### src/rtl/acs_regs.vh
// Register offsets, field positions and codes for the converter control block.
`ifndef ACS_REGS_VH
`define ACS_REGS_VH
`define ACS_OFF_STATUS 5'h00
`define ACS_OFF_CLKSEL 5'h04
`define ACS_OFF_REFSEL 5'h08
`define ACS_OFF_CHSEL 5'h0c
`define ACS_OFF_EVENTS 5'h10
`define ACS_RESET_BYTE 8'h00
`define ACS_BIT_OVF 7
`define ACS_BIT_UPPER 6
`define ACS_BIT_LOWER 5
`define ACS_BIT_COMPUTATION_UPDATED_FLAG 4
`define ACS_BIT_NEGATIVE_REFERENCE_SELECT 4
`define ACS_BIT_RSVD 3
`define ACS_MASK_CLK 8'h3f
`define ACS_MASK_REF 8'h13
`define ACS_MASK_CH 8'h3f
`define ACS_MASK_STAT 8'hf7
`define ACS_STG_IDLE 3'h0
`define ACS_STG_PRE1 3'h1
`define ACS_STG_ACQ1 3'h2
`define ACS_STG_CNV1 3'h3
`define ACS_STG_UNUSED 3'h4
`define ACS_STG_PRE2 3'h5
`define ACS_STG_ACQ2 3'h6
`define ACS_STG_CNV2 3'h7
`define ACS_POSITIVE_REFERENCE_SELECT_VDD 2'h0
`define ACS_POSITIVE_REFERENCE_SELECT_RSVD 2'h1
`define ACS_POSITIVE_REFERENCE_SELECT_EXT 2'h2
`define ACS_POSITIVE_REFERENCE_SELECT_FVR 2'h3
`define ACS_CH_E_LAST 6'h22
`define ACS_CH_F_FIRST 6'h28
`define ACS_CH_F_LAST 6'h2f
`define ACS_CH_GND 6'h3c
`define ACS_CH_TEMP 6'h3d
`define ACS_CH_DAC 6'h3e
`define ACS_CH_FVR 6'h3f
`define ACS_CH_D_LAST 6'h1f
`define ACS_RESP_OKAY 2'h0
`define ACS_RESP_SLVERR 2'h2
`endif

### src/rtl/acs_clkdiv.v
// Even-ratio conversion clock divider.
`timescale 1ns/1ps
module acs_clkdiv #(
  parameter SEL_W = 6
) (
  mclk,
  nrst,
  sel,
  conv_clk,
  conv_tick
);
  input wire mclk;
  input wire nrst;
  input wire [SEL_W-1:0] sel;
  output reg conv_clk;
  output reg conv_tick;
  reg [SEL_W-1:0] half_q;
  // Each half period lasts sel+1 cycles, giving a divide by 2*sel+2.
  always @(posedge mclk or negedge nrst) begin
    if (!nrst) begin
      half_q <= {SEL_W{1'b0}};
      conv_clk <= 1'b0;
      conv_tick <= 1'b0;
    end else if (half_q >= sel) begin
      half_q <= {SEL_W{1'b0}};
      conv_clk <= ~conv_clk;
      conv_tick <= ~conv_clk;
    end else begin
      half_q <= half_q + {{(SEL_W-1){1'b0}}, 1'b1};
      conv_tick <= 1'b0;
    end
  end
endmodule

### src/rtl/acs_top.v
// Converter status, clock, reference and channel select registers.
`timescale 1ns/1ps
`include "acs_regs.vh"
module acs_top #(
  parameter ADDR_W = 5
) (
  mclk,
  nrst,
  s_axi_awaddr,
  s_axi_awvalid,
  s_axi_awready,
  s_axi_wdata,
  s_axi_wstrb,
  s_axi_wvalid,
  s_axi_wready,
  s_axi_bresp,
  s_axi_bvalid,
  s_axi_bready,
  s_axi_araddr,
  s_axi_arvalid,
  s_axi_arready,
  s_axi_rdata,
  s_axi_rresp,
  s_axi_rvalid,
  s_axi_rready,
  acc_overflow,
  err_overflow,
  err_above_upper,
  err_below_lower,
  computation_updated_flag_update,
  stage_code,
  rc_slow_sysclk,
  conv_clk,
  neg_ref_ext,
  pos_ref_sel,
  pos_ref_valid,
  chan_sel,
  chan_valid,
  chan_port,
  chan_index,
  stage_suspect
);
  input wire mclk;
  input wire nrst;
  input wire [ADDR_W-1:0] s_axi_awaddr;
  input wire s_axi_awvalid;
  output reg s_axi_awready;
  input wire [31:0] s_axi_wdata;
  input wire [3:0] s_axi_wstrb;
  input wire s_axi_wvalid;
  output reg s_axi_wready;
  output reg [1:0] s_axi_bresp;
  output reg s_axi_bvalid;
  input wire s_axi_bready;
  input wire [ADDR_W-1:0] s_axi_araddr;
  input wire s_axi_arvalid;
  output reg s_axi_arready;
  output reg [31:0] s_axi_rdata;
  output reg [1:0] s_axi_rresp;
  output reg s_axi_rvalid;
  input wire s_axi_rready;
  input wire acc_overflow;
  input wire err_overflow;
  input wire err_above_upper;
  input wire err_below_lower;
  input wire computation_updated_flag_update;
  input wire [2:0] stage_code;
  input wire rc_slow_sysclk;
  output wire conv_clk;
  output reg neg_ref_ext;
  output reg [1:0] pos_ref_sel;
  output reg pos_ref_valid;
  output reg [5:0] chan_sel;
  output reg chan_valid;
  output reg [2:0] chan_port;
  output reg [2:0] chan_index;
  output reg stage_suspect;

  reg [7:0] clk_q;
  reg [7:0] ref_q;
  reg [7:0] ch_q;
  reg computation_updated_flag_q;
  reg [7:0] stat_q;
  reg aw_hold_q;
  reg w_hold_q;
  reg [ADDR_W-1:0] awaddr_q;
  reg [31:0] wdata_q;
  reg [3:0] wstrb_q;
  reg [7:0] ev_q;
  wire computation_updated_flag_clr;
  wire do_write;
  wire [ADDR_W-1:0] wr_addr;
  wire [31:0] wr_data;
  wire [3:0] wr_strb;
  wire ch_ok;
  wire [5:0] ch_d;
  reg [31:0] rd_d;
  reg rd_ok;
  reg wr_ok;

  // Level inputs from the computation path cross through two stages.
  reg [7:0] sync1_q;
  reg [7:0] sync2_q;
  always @(posedge mclk or negedge nrst) begin
    if (!nrst) begin
      sync1_q <= `ACS_RESET_BYTE;
      sync2_q <= `ACS_RESET_BYTE;
    end else begin
      sync1_q <= {acc_overflow, err_overflow, err_above_upper,
                  err_below_lower, computation_updated_flag_update, stage_code};
      sync2_q <= sync1_q;
    end
  end
  reg computation_updated_flag_prev_q;
  reg rcslow1_q;
  reg rcslow2_q;
  reg [2:0] stage_last_q;
  wire s_acc;
  wire s_eov;
  wire s_up;
  wire s_lo;
  wire s_computation_updated_flag;
  wire [2:0] s_stage;
  wire stage_unused;
  wire wr_en;
  wire hit_stat;
  wire hit_clk;
  wire hit_ref;
  wire hit_ch;
  wire ar_take;
  assign {s_acc, s_eov, s_up, s_lo, s_computation_updated_flag, s_stage} = sync2_q;
  assign stage_unused = (s_stage == `ACS_STG_UNUSED);

  // Write channel: address and data taken in either order.
  assign do_write = (aw_hold_q | (s_axi_awvalid & s_axi_awready)) &
                    (w_hold_q | (s_axi_wvalid & s_axi_wready)) &
                    ~s_axi_bvalid;
  assign wr_addr = aw_hold_q ? awaddr_q : s_axi_awaddr;
  assign wr_data = w_hold_q ? wdata_q : s_axi_wdata;
  assign wr_strb = w_hold_q ? wstrb_q : s_axi_wstrb;
  assign wr_en = do_write & wr_strb[0];
  assign hit_stat = (wr_addr == `ACS_OFF_STATUS);
  assign hit_clk = (wr_addr == `ACS_OFF_CLKSEL);
  assign hit_ref = (wr_addr == `ACS_OFF_REFSEL);
  assign hit_ch = (wr_addr == `ACS_OFF_CHSEL);
  assign ar_take = s_axi_arvalid & s_axi_arready;

  always @(posedge mclk or negedge nrst) begin
    if (!nrst) begin
      s_axi_awready <= 1'b0;
      s_axi_wready <= 1'b0;
      s_axi_bvalid <= 1'b0;
      s_axi_bresp <= `ACS_RESP_OKAY;
      aw_hold_q <= 1'b0;
      w_hold_q <= 1'b0;
      awaddr_q <= {ADDR_W{1'b0}};
      wdata_q <= 32'h00000000;
      wstrb_q <= 4'h0;
    end else begin
      s_axi_awready <= ~aw_hold_q & ~(s_axi_awvalid & s_axi_awready) &
                       ~s_axi_bvalid & ~do_write;
      s_axi_wready <= ~w_hold_q & ~(s_axi_wvalid & s_axi_wready) &
                      ~s_axi_bvalid & ~do_write;
      if (s_axi_awvalid & s_axi_awready) begin
        awaddr_q <= s_axi_awaddr;
      end
      if (s_axi_wvalid & s_axi_wready) begin
        wdata_q <= s_axi_wdata;
        wstrb_q <= s_axi_wstrb;
      end
      if (do_write) begin
        aw_hold_q <= 1'b0;
        w_hold_q <= 1'b0;
        s_axi_bvalid <= 1'b1;
        s_axi_bresp <= wr_ok ? `ACS_RESP_OKAY : `ACS_RESP_SLVERR;
      end else begin
        if (s_axi_awvalid & s_axi_awready) begin
          aw_hold_q <= 1'b1;
        end
        if (s_axi_wvalid & s_axi_wready) begin
          w_hold_q <= 1'b1;
        end
        if (s_axi_bvalid & s_axi_bready) begin
          s_axi_bvalid <= 1'b0;
        end
      end
    end
  end

  always @* begin
    case (wr_addr)
      `ACS_OFF_STATUS: wr_ok = 1'b1;
      `ACS_OFF_CLKSEL: wr_ok = 1'b1;
      `ACS_OFF_REFSEL: wr_ok = 1'b1;
      `ACS_OFF_CHSEL: wr_ok = 1'b1;
      `ACS_OFF_EVENTS: wr_ok = 1'b1;
      default: wr_ok = 1'b0;
    endcase
  end

  // Writing a one to the computation bit of the status register clears it; a synchronised update in the same cycle wins and keeps it set.
  assign computation_updated_flag_clr = wr_en & hit_stat & wr_data[`ACS_BIT_COMPUTATION_UPDATED_FLAG];

  // Software registers; only implemented bits store.
  always @(posedge mclk or negedge nrst) begin
    if (!nrst) begin
      clk_q <= `ACS_RESET_BYTE;
      ref_q <= `ACS_RESET_BYTE;
      ch_q <= `ACS_RESET_BYTE;
    end else if (wr_en) begin
      if (hit_clk) begin
        clk_q <= wr_data[7:0] & `ACS_MASK_CLK;
      end
      if (hit_ref) begin
        ref_q <= wr_data[7:0] & `ACS_MASK_REF;
      end
      if (hit_ch) begin
        ch_q <= wr_data[7:0] & `ACS_MASK_CH;
      end
    end
  end

  // Status register built from the synchronised computation results.
  always @(posedge mclk or negedge nrst) begin
    if (!nrst) begin
      stat_q <= `ACS_RESET_BYTE;
      computation_updated_flag_q <= 1'b0;
      computation_updated_flag_prev_q <= 1'b0;
      rcslow1_q <= 1'b0;
      rcslow2_q <= 1'b0;
      ev_q <= `ACS_RESET_BYTE;
      stage_last_q <= `ACS_STG_IDLE;
    end else begin
      computation_updated_flag_prev_q <= s_computation_updated_flag;
      rcslow1_q <= rc_slow_sysclk;
      rcslow2_q <= rcslow1_q;
      stage_last_q <= s_stage;
      if (s_computation_updated_flag) begin
        computation_updated_flag_q <= 1'b1;
      end else if (computation_updated_flag_clr) begin
        computation_updated_flag_q <= 1'b0;
      end
      if (s_computation_updated_flag & ~computation_updated_flag_prev_q) begin
        ev_q <= ev_q + 8'h01;
      end
      stat_q[`ACS_BIT_OVF] <= s_acc | s_eov;
      stat_q[`ACS_BIT_UPPER] <= s_up;
      stat_q[`ACS_BIT_LOWER] <= s_lo;
      stat_q[`ACS_BIT_COMPUTATION_UPDATED_FLAG] <= 1'b0;
      stat_q[`ACS_BIT_RSVD] <= 1'b0;
      // The stage word is taken only after it held for two cycles.
      if (s_stage == stage_last_q) begin
        if (stage_unused) begin
          stat_q[2:0] <= `ACS_STG_IDLE;
        end else begin
          stat_q[2:0] <= s_stage;
        end
      end
    end
  end

  // Read channel: one read at a time, answered one cycle after address.
  always @* begin
    rd_ok = 1'b1;
    case (s_axi_araddr)
      `ACS_OFF_STATUS: rd_d = {24'h000000,
        (stat_q | {3'h0, computation_updated_flag_q, 4'h0}) & `ACS_MASK_STAT};
      `ACS_OFF_CLKSEL: rd_d = {24'h000000, clk_q};
      `ACS_OFF_REFSEL: rd_d = {24'h000000, ref_q};
      `ACS_OFF_CHSEL: rd_d = {24'h000000, ch_q};
      `ACS_OFF_EVENTS: rd_d = {24'h000000, ev_q};
      default: begin
        rd_d = 32'h00000000;
        rd_ok = 1'b0;
      end
    endcase
  end

  always @(posedge mclk or negedge nrst) begin
    if (!nrst) begin
      s_axi_arready <= 1'b0;
      s_axi_rvalid <= 1'b0;
      s_axi_rdata <= 32'h00000000;
      s_axi_rresp <= `ACS_RESP_OKAY;
    end else begin
      s_axi_arready <= ~s_axi_rvalid & ~ar_take;
      if (ar_take) begin
        s_axi_rvalid <= 1'b1;
        s_axi_rdata <= rd_d;
        s_axi_rresp <= rd_ok ? `ACS_RESP_OKAY : `ACS_RESP_SLVERR;
      end else if (s_axi_rvalid & s_axi_rready) begin
        s_axi_rvalid <= 1'b0;
      end
    end
  end

  // Channel decode into port group and index.
  assign ch_d = ch_q[5:0];
  assign ch_ok = (ch_d <= `ACS_CH_D_LAST) |
                 (ch_d[5:3] == 3'h4 && ch_d <= `ACS_CH_E_LAST) |
                 (ch_d >= `ACS_CH_F_FIRST && ch_d <= `ACS_CH_F_LAST) |
                 (ch_d >= `ACS_CH_GND);

  // Analog select outputs, all from flip-flops.
  always @(posedge mclk or negedge nrst) begin
    if (!nrst) begin
      neg_ref_ext <= 1'b0;
      pos_ref_sel <= `ACS_POSITIVE_REFERENCE_SELECT_VDD;
      pos_ref_valid <= 1'b1;
      chan_sel <= 6'h00;
      chan_valid <= 1'b1;
      chan_port <= 3'h0;
      chan_index <= 3'h0;
      stage_suspect <= 1'b0;
    end else begin
      neg_ref_ext <= ref_q[`ACS_BIT_NEGATIVE_REFERENCE_SELECT];
      pos_ref_sel <= ref_q[1:0];
      pos_ref_valid <= (ref_q[1:0] != `ACS_POSITIVE_REFERENCE_SELECT_RSVD);
      chan_sel <= ch_d;
      chan_valid <= ch_ok;
      chan_port <= ch_d[5:3];
      chan_index <= ch_d[2:0];
      stage_suspect <= rcslow2_q;
    end
  end

  acs_clkdiv #(
    .SEL_W(6)
  ) u_div (
    .mclk(mclk),
    .nrst(nrst),
    .sel(clk_q[5:0]),
    .conv_clk(conv_clk),
    .conv_tick()
  );
endmodule

### config.mk
export PLATFORM = sky130hd
export DESIGN_NAME = acs_top
export DESIGN_NICKNAME = d
export VERILOG_FILES = /design/src/rtl/acs_clkdiv.v /design/src/rtl/acs_top.v
export VERILOG_INCLUDE_DIRS = /design/src /design/src/rtl
export SDC_FILE = /design/constraint.sdc
export NUM_CORES = 1
export LEC_CHECK = 0
export BUFFER_PORTS_ARGS = -buffer_cell sky130_fd_sc_hd__buf_2
export CORE_MARGIN = 2
export CORE_UTILIZATION = 40
export CTS_CLUSTER_SIZE = 40
export DETAILED_ROUTE_END_ITERATION = 8
export PLACE_DENSITY = 0.68
export SETUP_SLACK_MARGIN = 0.3
export SYNTH_ARGS = -nofsm -noshare
export SYNTH_HDL_FRONTEND = slang
export SYNTH_SLANG_ARGS = --single-unit
### constraint.sdc
create_clock -name mclk -period 4.8 [get_ports mclk]
set_input_delay 0.96 -clock mclk [delete_from_list [all_inputs] [get_ports mclk]]
set_output_delay 0.96 -clock mclk [all_outputs]
set_load 0.01 [all_outputs]
==> metrics.txt, run 1 <==
cell row count=38; CP max-delay cell=nor4bb_1; WL/cell=13.7 µm; Post-Synthesis Cells=344; Tot GR Track Use=0.140; top post-synthesis cells by area=dfrtp_1, mux2_2, buf_4, ha_1, mux2i_1; H-tree Lvls=3; worst slack at placement=1810 ps; Area Growth Syn to Fin=11.9%; Final WS setup=2170 ps; IO Port Bufs=66; Buf/Inv on CP=1; Hold Buf Count CTS=0; CP required=5050 ps; Final Hold Violating Endpoints=0; Post-CTS Setup Repair Bufs=0; via count=2,632; CTS clk-pin slew, worst paths=90 ps; CTS Buffer Depth=2; Mapped Avg Cell Area=12.7 µm²; pin count of the biggest net entering global routing=81; WHS=354 ps; Reg area=2500 µm²; GRT overflow=0; Clk Latency, worst-skew pair=360 ps; status=complete, no violations; fraction of registers with async set/reset=1.00; nets@finish=478; DIE AREA=11,700 µm²; total power=0.00236 W; area occupied by multi-input gates=1610 µm²; Synth top area share=0.563; Layout Cells excl Fill=553; critical path's top delay family=simple AND/OR/NAND/NOR gates; Startpoint Class=input port; number of global-route vias before repair=2,568; WP depth=5; RSZ-0062 raised after global routing=false; Layout Skew=13.6 ps; initial antenna violation count=0; Max IR drop VDD=0.160 mV; Filler Cells Inserted=1,012; Post-CTS Resized=0; Slew @ Worst Pin=1180 ps; share of post-route cells with drive strength above 1=0.315; RD Place Congestion=0.825; top-count cell post-synth=dfrtp_1; Critical Path AT=2880 ps; DRC violation total after the first TritonRoute iteration=77; crit path max fanout=6; drt first pass iters=4; f_max=0.380 GHz; post-route antenna net violation count=0; Slew HR=0.204; CTS Sinks=100; max_cap viols=0; number of unique standard cell types used by synthesis=55; Yosys Warn Count=0; final setup violating endpoints=0; Post-Route WL=7580 µm; Yosys top cell by area=dfrtp_1; worst hold-check path type=reg -> reg; power density over cell area=485 nW/µm²; die height=108 µm; CTS buffer count=9; worst-path cell chain=buf_2 -> mux2i_2 -> o211ai_2 -> nor4bb_1 -> mux2_2; leading register cell type out of synthesis=dfrtp_1; top cells by count, synth=dfrtp_1, buf_4, mux2_2, nand2_1, o21ai_0; Starting Density=0.405; max-slew violation count=0; period utilization=0.549; Seq cells post-synth=100; CTS tree=done; first-pass GRT wire length=12,500 µm; sequential area share after synthesis=0.575; setup TNS=0 ps; ANT cells=0; Vias/cell=4.76; Worst Hold Depth=0; core area=10,700 µm²; DIE WIDTH=108 µm; FF-to-FF path depth=4; crit path kind=in -> reg; EDFF count, synth=0; HPWL Detailed=5580 µm; crit path time final=2630 ps; CP endpoint kind=flop; slowest stage delay, CP=1010 ps; Leak Pwr=2.33 nW; post-synthesis cell area=4360 µm²; I/O pin cnt=122; CTS root buffer=clkbuf_8; Placed Cells=537; Post-route DRC=0
## state kept, by name (all words and copies together) (netlist names), 2 cells and up
signal,count
stage_last_q,3
pos_ref_sel,2
s_axi_rdata,8
ref_q,3
sync1_q,8
sync2_q,8
clk_q,6
chan_port,3
wdata_q,6
awaddr_q,5
stat_q,6
chan_index,2
ev_q,8
ch_q,6
u_div.half_q,6
## layout by cell type, fill, tap and decap left out, types with 3 or more instances in the layout
cell type,Yosys,final
mux2_2,33,33
o21ai_0,16,16
mux2_4,3,3
xnor2_1,8,8
dfrtp_1,98,98
ha_1,8,8
nand2_1,20,20
a211oi_1,6,6
clkbuf_8,0,11
and3_1,5,5
conb_1,1,26
a21oi_1,5,5
and2_1,3,3
nor2b_1,3,3
nand3_1,7,7
buf_2,1,65
mux2i_1,8,8
xor2_1,6,6
nand2b_1,3,3
a22oi_1,5,5
nor2_1,12,12
inv_1,15,15
a21o_1,4,4
clkinvlp_4,0,3
## final cells by class
| class | count | share of cell area |
|---|---|---|
| clock buffer | 12 | 0.0318 |
| clock inverter | 4 | 0.00642 |
| sequential | 100 | 0.514 |
| timing repair buffer | 67 | 0.0699 |
| multi-input combinational | 215 | 0.330 |
| inverter | 15 | 0.0116 |
| tap | 140 | 0.0360 |
## worst paths after layout
path	startpoint	end	slack (ps)
setup / recovery	s_axi_awaddr[4]	clk_q[3]	2170
hold / removal	sync1_q[2]	sync2_q[2]	350
setup reg to reg	aw_hold_q	clk_q[3]	2190
hold reg to reg	sync1_q[2]	sync2_q[2]	350
max in group asynchronous	nrst	chan_valid	3120
min in group asynchronous	nrst	s_axi_bresp[1]	750
## stage by stage
stage | instance area [µm²] | utilization
after CTS | 4870 | 0.453
after global placement | 4690 | 0.436
after floorplan | 4450 | -
after detailed placement | 4690 | 0.436
final | 4870 | 0.453
after global routing | 4870 | 0.453
## power by group
part | total, W | switching [W] | internal (W)
registers | 0.00122 | 0.000174 | 0.00105
clock network | 0.000502 | 0.000283 | 0.000219
logic | 0.000637 | 0.000310 | 0.000327
total | 0.00236 | 0.000766 | 0.00159
## per-layer routing
| metal | track usage | part of all wire | vias up |
|---|---|---|---|
| li1 | - | - | 1265 |
| met1 | 0.185 | 0.46 | 1295 |
| met2 | 0.222 | 0.47 | 64 |
| met3 | 0.0344 | 0.049 | 8 |
| met4 | 0.0577 | 0.015 | 0 |
| met5 | 0 | 0 | - |
## worst register-to-register path, delay by kind of cell (launching register included)
kind	cells	cell delay (ps)
DFF	1	570
muxes	2	730
and+or+nand+nor	1	1010
AOI/OAI and AO/OA	1	180
## cell families after synthesis
kind of cell             count (synthesis)  synth area share
buffers and inverters                   54            0.0770
adder cells (fa/ha/maj)                  8            0.0230
AO/OA/AOI/OAI                           51            0.0796
flip-flops                             100             0.575
other                                    1          0.000861
XOR/XNOR                                14            0.0282
multiplexers                            47             0.128
AND/OR/NAND/NOR                         69            0.0888
Power figures use the tool's default switching activity.
==> run 2, diff against run 1 <==
Settings changed: PLACE_DENSITY 0.68 to 0.7.
Clock period 4.8 ns to 2.4 ns, I/O delays scaled along.
==> run 2 against run 1 <==
Compared with the run above:
- final cell count grew 0.54%
- clock skew down 6.4 ps
- total power increased by 100%
- setup slack got worse by 1700 ps
- clock power is 120% higher
- first-iteration DRC count up 110%
- sequential share of layout area down 0.52 points
- die area is the same
- combinational power increased by 100%
==> metrics.txt, run 2 (synthesis results as in run 1) <==
worst hold-check path type=in -> async; power density over cell area=975 nW/µm²; DIE WIDTH=108 µm; DIE AREA=11,700 µm²; highest-count cells in the layout ignoring fill and taps=dfrtp_1, buf_2, mux2_2; RD Place Congestion=0.817; R2R Setup Slk=470 ps; initial antenna violation count=0; number of global-route vias before repair=2,661; via count=2,707; Layout Skew=7.20 ps; CP endpoint kind=flop; Vias/cell=4.87; max_cap viols=0; Filler Cells Inserted=1,005; CP required=2650 ps; Leak Pwr=2.35 nW; CTS tree=done; first-pass GRT wire length=12,800 µm; die height=108 µm; CP Capture Point=ref_q[4]; CTS Sinks=100; GRT overflow=0; ANT cells=0; reg2reg start=w_hold_q; f_max=0.517 GHz; max-slew violation count=0; I/O pin cnt=122; CTS clk-pin slew, worst paths=90 ps; Area Growth Syn to Fin=13.1%; crit path time final=1930 ps; CP startpoint=w_hold_q; period utilization=0.806; pin count of the biggest net entering global routing=50; Tot GR Track Use=0.144; CTS Buffer Depth=2; DRC violation total after the first TritonRoute iteration=162; Slew HR=0.551; commonest non-fill, non-tap cell in the layout=dfrtp_1; FF-to-FF path depth=4; core area=10,700 µm²; Slew @ Worst Pin=668 ps; Final Hold Violating Endpoints=0; r2r endpoint=ref_q[4]; Placed Cells=539; setup TNS=0 ps; Startpoint Class=flop; post-route antenna net violation count=0; cell row count=38; status=complete, no violations; crit path kind=reg -> reg; nets@finish=481; H-tree Lvls=3; CTS root buffer=clkbuf_8; IO Port Bufs=66; HPWL Detailed=5670 µm; CTS buffer count=9; Critical Path AT=2190 ps; RSZ-0062 raised after global routing=false; Post-route DRC=0; WL/cell=13.8 µm; Post-Route WL=7660 µm; drt first pass iters=4; Layout Cells excl Fill=556; Max IR drop VDD=0.362 mV; final setup violating endpoints=0; Clk Latency, worst-skew pair=370 ps; crit path max fanout=8; share of post-route cells with drive strength above 1=0.322; Starting Density=0.405
[run 2: changes by cell type in the layout (fill, tap and decap cells not counted), sizes merged]
cell,change
bufinv,+1
clkinv,+1
buf,+3
inv,-1
clkbuf,-1
[run 2: layout make-up]
class | instances | area [µm²] | share of cell area
tap | 140 | 175 | 0.0356
clock inverter | 5 | 61.3 | 0.0124
multi-input combinational | 215 | 1610 | 0.327
sequential | 100 | 2510 | 0.509
inverter | 15 | 56.3 | 0.0114
timing repair buffer | 70 | 375 | 0.0762
clock buffer | 11 | 141 | 0.0287
[run 2: power by group]
| group | internal, W | switching, W | total (W) |
|---|---|---|---|
| combinational | 0.000659 | 0.000618 | 0.00128 |
| sequential | 0.00210 | 0.000351 | 0.00245 |
| clock | 0.000512 | 0.000563 | 0.00108 |
| total | 0.00327 | 0.00153 | 0.00480 |
[run 2: timing repair]
| item | 4_1_cts | 5_1_grt |
|---|---|---|
| hold buffers | 0 | 0 |
| endpoints found under the setup margin | 0 | 10 |
| gates resized for setup | 0 | 1 |
| buffers inserted | 0 | 1 |
[run 2: worst min path at each step]
stage,startpoint,slack [ps],cells past startpoint,end
after floorplan,nrst,180,0,aw_hold_q
after global placement,sync1_q[4],330,0,sync2_q[4]
after detailed placement,rcslow1_q,340,0,rcslow2_q
after CTS,nrst,140,1,clk_q[1]
after global routing,nrst,170,1,clk_q[1]
final,nrst,120,1,s_axi_wready
[run 2: worst max-delay path, cell delays in order, from the launching register on]
cell	delay, ps
dfrtp_1	560
a21oi_1	150
or3_1	380
or3_4	420
mux2_4	310
[run 2: per-stage QoR]
stage / total power, W / setup WS (ps) / utilization / hold WS [ps] / cell area [µm²]
floorplan: 0.00341 / 666 / - / 184 / 4450
global placement: 0.00372 / 395 / 0.439 / 333 / 4710
detailed placement: 0.00377 / 410 / 0.439 / 336 / 4710
CTS: 0.00485 / 386 / 0.457 / 137 / 4920
global route: 0.00512 / 402 / 0.458 / 166 / 4920
finish: 0.00480 / 465 / 0.458 / 123 / 4920
[run 2: per-layer routing]
layer,track usage,up-vias,wire length [µm]
met5,0,-,0
met4,0.0769,0,198
met3,0.0325,13,355
met2,0.215,68,3480
met1,0.195,1346,3620
li1,-,1280,-
==> run 3, diff against run 2 <==
Settings changed: ABC_AREA set to 1.
Clock period 2.4 ns to 1.74 ns, I/O delays scaled along.
==> run 3 against run 2 <==
Compared with the run above:
- register-to-register slack worse by 120 ps
- routed wire length is 2.8% higher
- setup slack worse by 120 ps
- die area is 0.35% higher
- largest power group unchanged
==> metrics.txt, run 3 <==
Leak Pwr=2.81 nW; initial antenna violation count=0; CTS tree=done; max_cap viols=0; Clk Latency, worst-skew pair=360 ps; CTS clk-pin slew, worst paths=90 ps; CP max-delay cell=dfrtp_1; ANT cells=0; sequential area share after synthesis=0.573; GRT overflow=0; via count=3,053; Placed Cells=666; Final Hold Violating Endpoints=0; commonest non-fill, non-tap cell in the layout=nand2_1; crit path kind=reg -> reg; Post-Route WL=7870 µm; highest-count cells in the layout ignoring fill and taps=nand2_1, dfrtp_1, buf_2; post-route antenna net violation count=0; Buf/Inv on CP=1; Vias/cell=4.42; Yosys top cell by area=dfrtp_1; fraction of registers with async set/reset=1.00; final setup violating endpoints=0; nets@finish=616; RSZ-0062 raised after global routing=true; Starting Density=0.407; DRC violation total after the first TritonRoute iteration=127; EDFF count, synth=0; die height=109 µm; worst hold-check path type=in -> reg; DIE AREA=11,800 µm²; RD Place Congestion=0.855; DIE WIDTH=109 µm; Mapped Avg Cell Area=9.40 µm²; Post-Synthesis Cells=465; CTS Sinks=100; Yosys Warn Count=0; core area=10,700 µm²; Seq cells post-synth=100; H-tree Lvls=3; Tot GR Track Use=0.146; drt first pass iters=4; Filler Cells Inserted=1,011; share of post-route cells with drive strength above 1=0.252; crit path max fanout=7; CTS root buffer=clkbuf_8; Layout Skew=5.46 ps; Startpoint Class=flop; CTS buffer count=9; Layout Cells excl Fill=691; I/O pin cnt=122; Critical Path AT=1680 ps; Post-route DRC=0; max-slew violation count=0; CTS Buffer Depth=2; f_max=0.717 GHz; status=complete, no violations; leading register cell type out of synthesis=dfrtp_1; setup TNS=0 ps; crit path time final=1390 ps; number of global-route vias before repair=2,996; Synth top area share=0.561; cell row count=38; slowest stage delay, CP=390 ps; top post-synthesis cells by area=dfrtp_1, nand2_1, buf_4, inv_1, o21ai_0; Area Growth Syn to Fin=19.1%; first-pass GRT wire length=13,300 µm; top-count cell post-synth=nand2_1; CP endpoint kind=flop; period utilization=0.801; power density over cell area=1290 nW/µm²; IO Port Bufs=66; critical path's top delay family=simple AND/OR/NAND/NOR gates; CP required=2030 ps; top cells by count, synth=nand2_1, dfrtp_1, inv_1, o21ai_0, buf_4; worst-path cell chain=inv_1 -> ha_4 -> a21oi_2 -> nor2_2 -> nor2_4 -> nand2b_4 -> nor3_2; post-synthesis cell area=4370 µm²; WL/cell=11.4 µm; HPWL Detailed=5770 µm; number of unique standard cell types used by synthesis=35; Max IR drop VDD=0.525 mV; pin count of the biggest net entering global routing=58
-- run 3: cell count changes in the layout (fill, tap and decap cells not counted), moves of 7 or more --
cell     before  now
nand4_1       2   11
inv_1        15   56
nand2_1      20  119
mux2_2       33    1
buf_4         4   13
mux2i_1       8    0
nor2_1       12   21
nand3_1       7   14
o21ai_0      16   35
-- run 3: cells by family (layout without fill, tap and decap cells) --
family | Yosys count | count (layout) | synth area share
and+or+nand+nor | 194 | 194 | 0.199
DFF | 100 | 100 | 0.573
other | 1 | 26 | 0.000858
buffers and inverters | 95 | 156 | 0.110
AOI/OAI and AO/OA | 54 | 54 | 0.0678
adders and majority gates | 8 | 8 | 0.0229
muxes | 1 | 1 | 0.00258
xor gates and xnor gates | 12 | 12 | 0.0240
-- run 3: path summary, 6_finish.rpt --
| check | start | endpoint | slack (ps) | cells after the start |
|---|---|---|---|---|
| worst min register to register | sync1_q[5] | sync2_q[5] | 350 | 0 |
| worst max register to register | clk_q[3] | u_div.half_q[2] | 350 | 7 |
| worst max-delay path | clk_q[3] | u_div.half_q[2] | 350 | 7 |
| worst min-delay path | computation_updated_flag_update | sync1_q[3] | 90 | 1 |
| max in group asynchronous | nrst | sync1_q[5] | 970 | 3 |
| min in group asynchronous | nrst | s_axi_wready | 500 | 3 |
-- run 3: what timing repair did --
| action | 4_1_cts | 5_1_grt |
|---|---|---|
| setup endpoints to repair | 22 | 26 |
| pin swaps | 1 | 4 |
| gates cloned | 0 | 0 |
| gates resized for setup | 8 | 25 |
| buffers inserted | 3 | 5 |
| endpoints found under the hold margin | 98 | 0 |
| hold buffers | 1 | 0 |
-- run 3: layout make-up --
cell class                      instances  area, µm²  area share
Sequential cell                       100       2510       0.482
Timing Repair Buffer                   82        493      0.0947
Clock inverter                          6       62.6      0.0120
Clock buffer                           10        138      0.0264
Inverter                               58        223      0.0428
Multi-Input combinational cell        295       1610       0.309
Tap cell                              140        175      0.0336
-- run 3: through the flow --
stage                      util  hold slack, ps  area [µm²]  total power, W  setup WS [ps]
final                     0.485            86.0        5210         0.00673            346
after global routing      0.485            59.7        5210         0.00723            240
after CTS                 0.471            67.7        5060         0.00663            315
after detailed placement  0.446             335        4790         0.00503            187
after global placement    0.446             333        4790         0.00495            237
after floorplan               -            52.4        4470         0.00448            409
-- run 3: routing by layer --
layer  GRT usage  part of all wire  up-vias
met5           0                 0        -
met4      0.0586             0.022        0
met3      0.0374             0.048       15
met2       0.233              0.47       71
met1       0.191              0.46     1407
li1            -                 -     1560
-- run 3: where the power goes --
part           switching, W  internal (W)  total (W)
clock network      0.000770      0.000704    0.00147
logic               0.00120      0.000818    0.00202
registers          0.000387       0.00285    0.00324
-- run 3: worst register-to-register path: stages (launching register included) --
cell	delay, ps
dfrtp_1	390
inv_1	110
ha_4	220
a21oi_2	130
nor2_2	60
nor2_4	140
nand2b_4	100
nor3_2	170
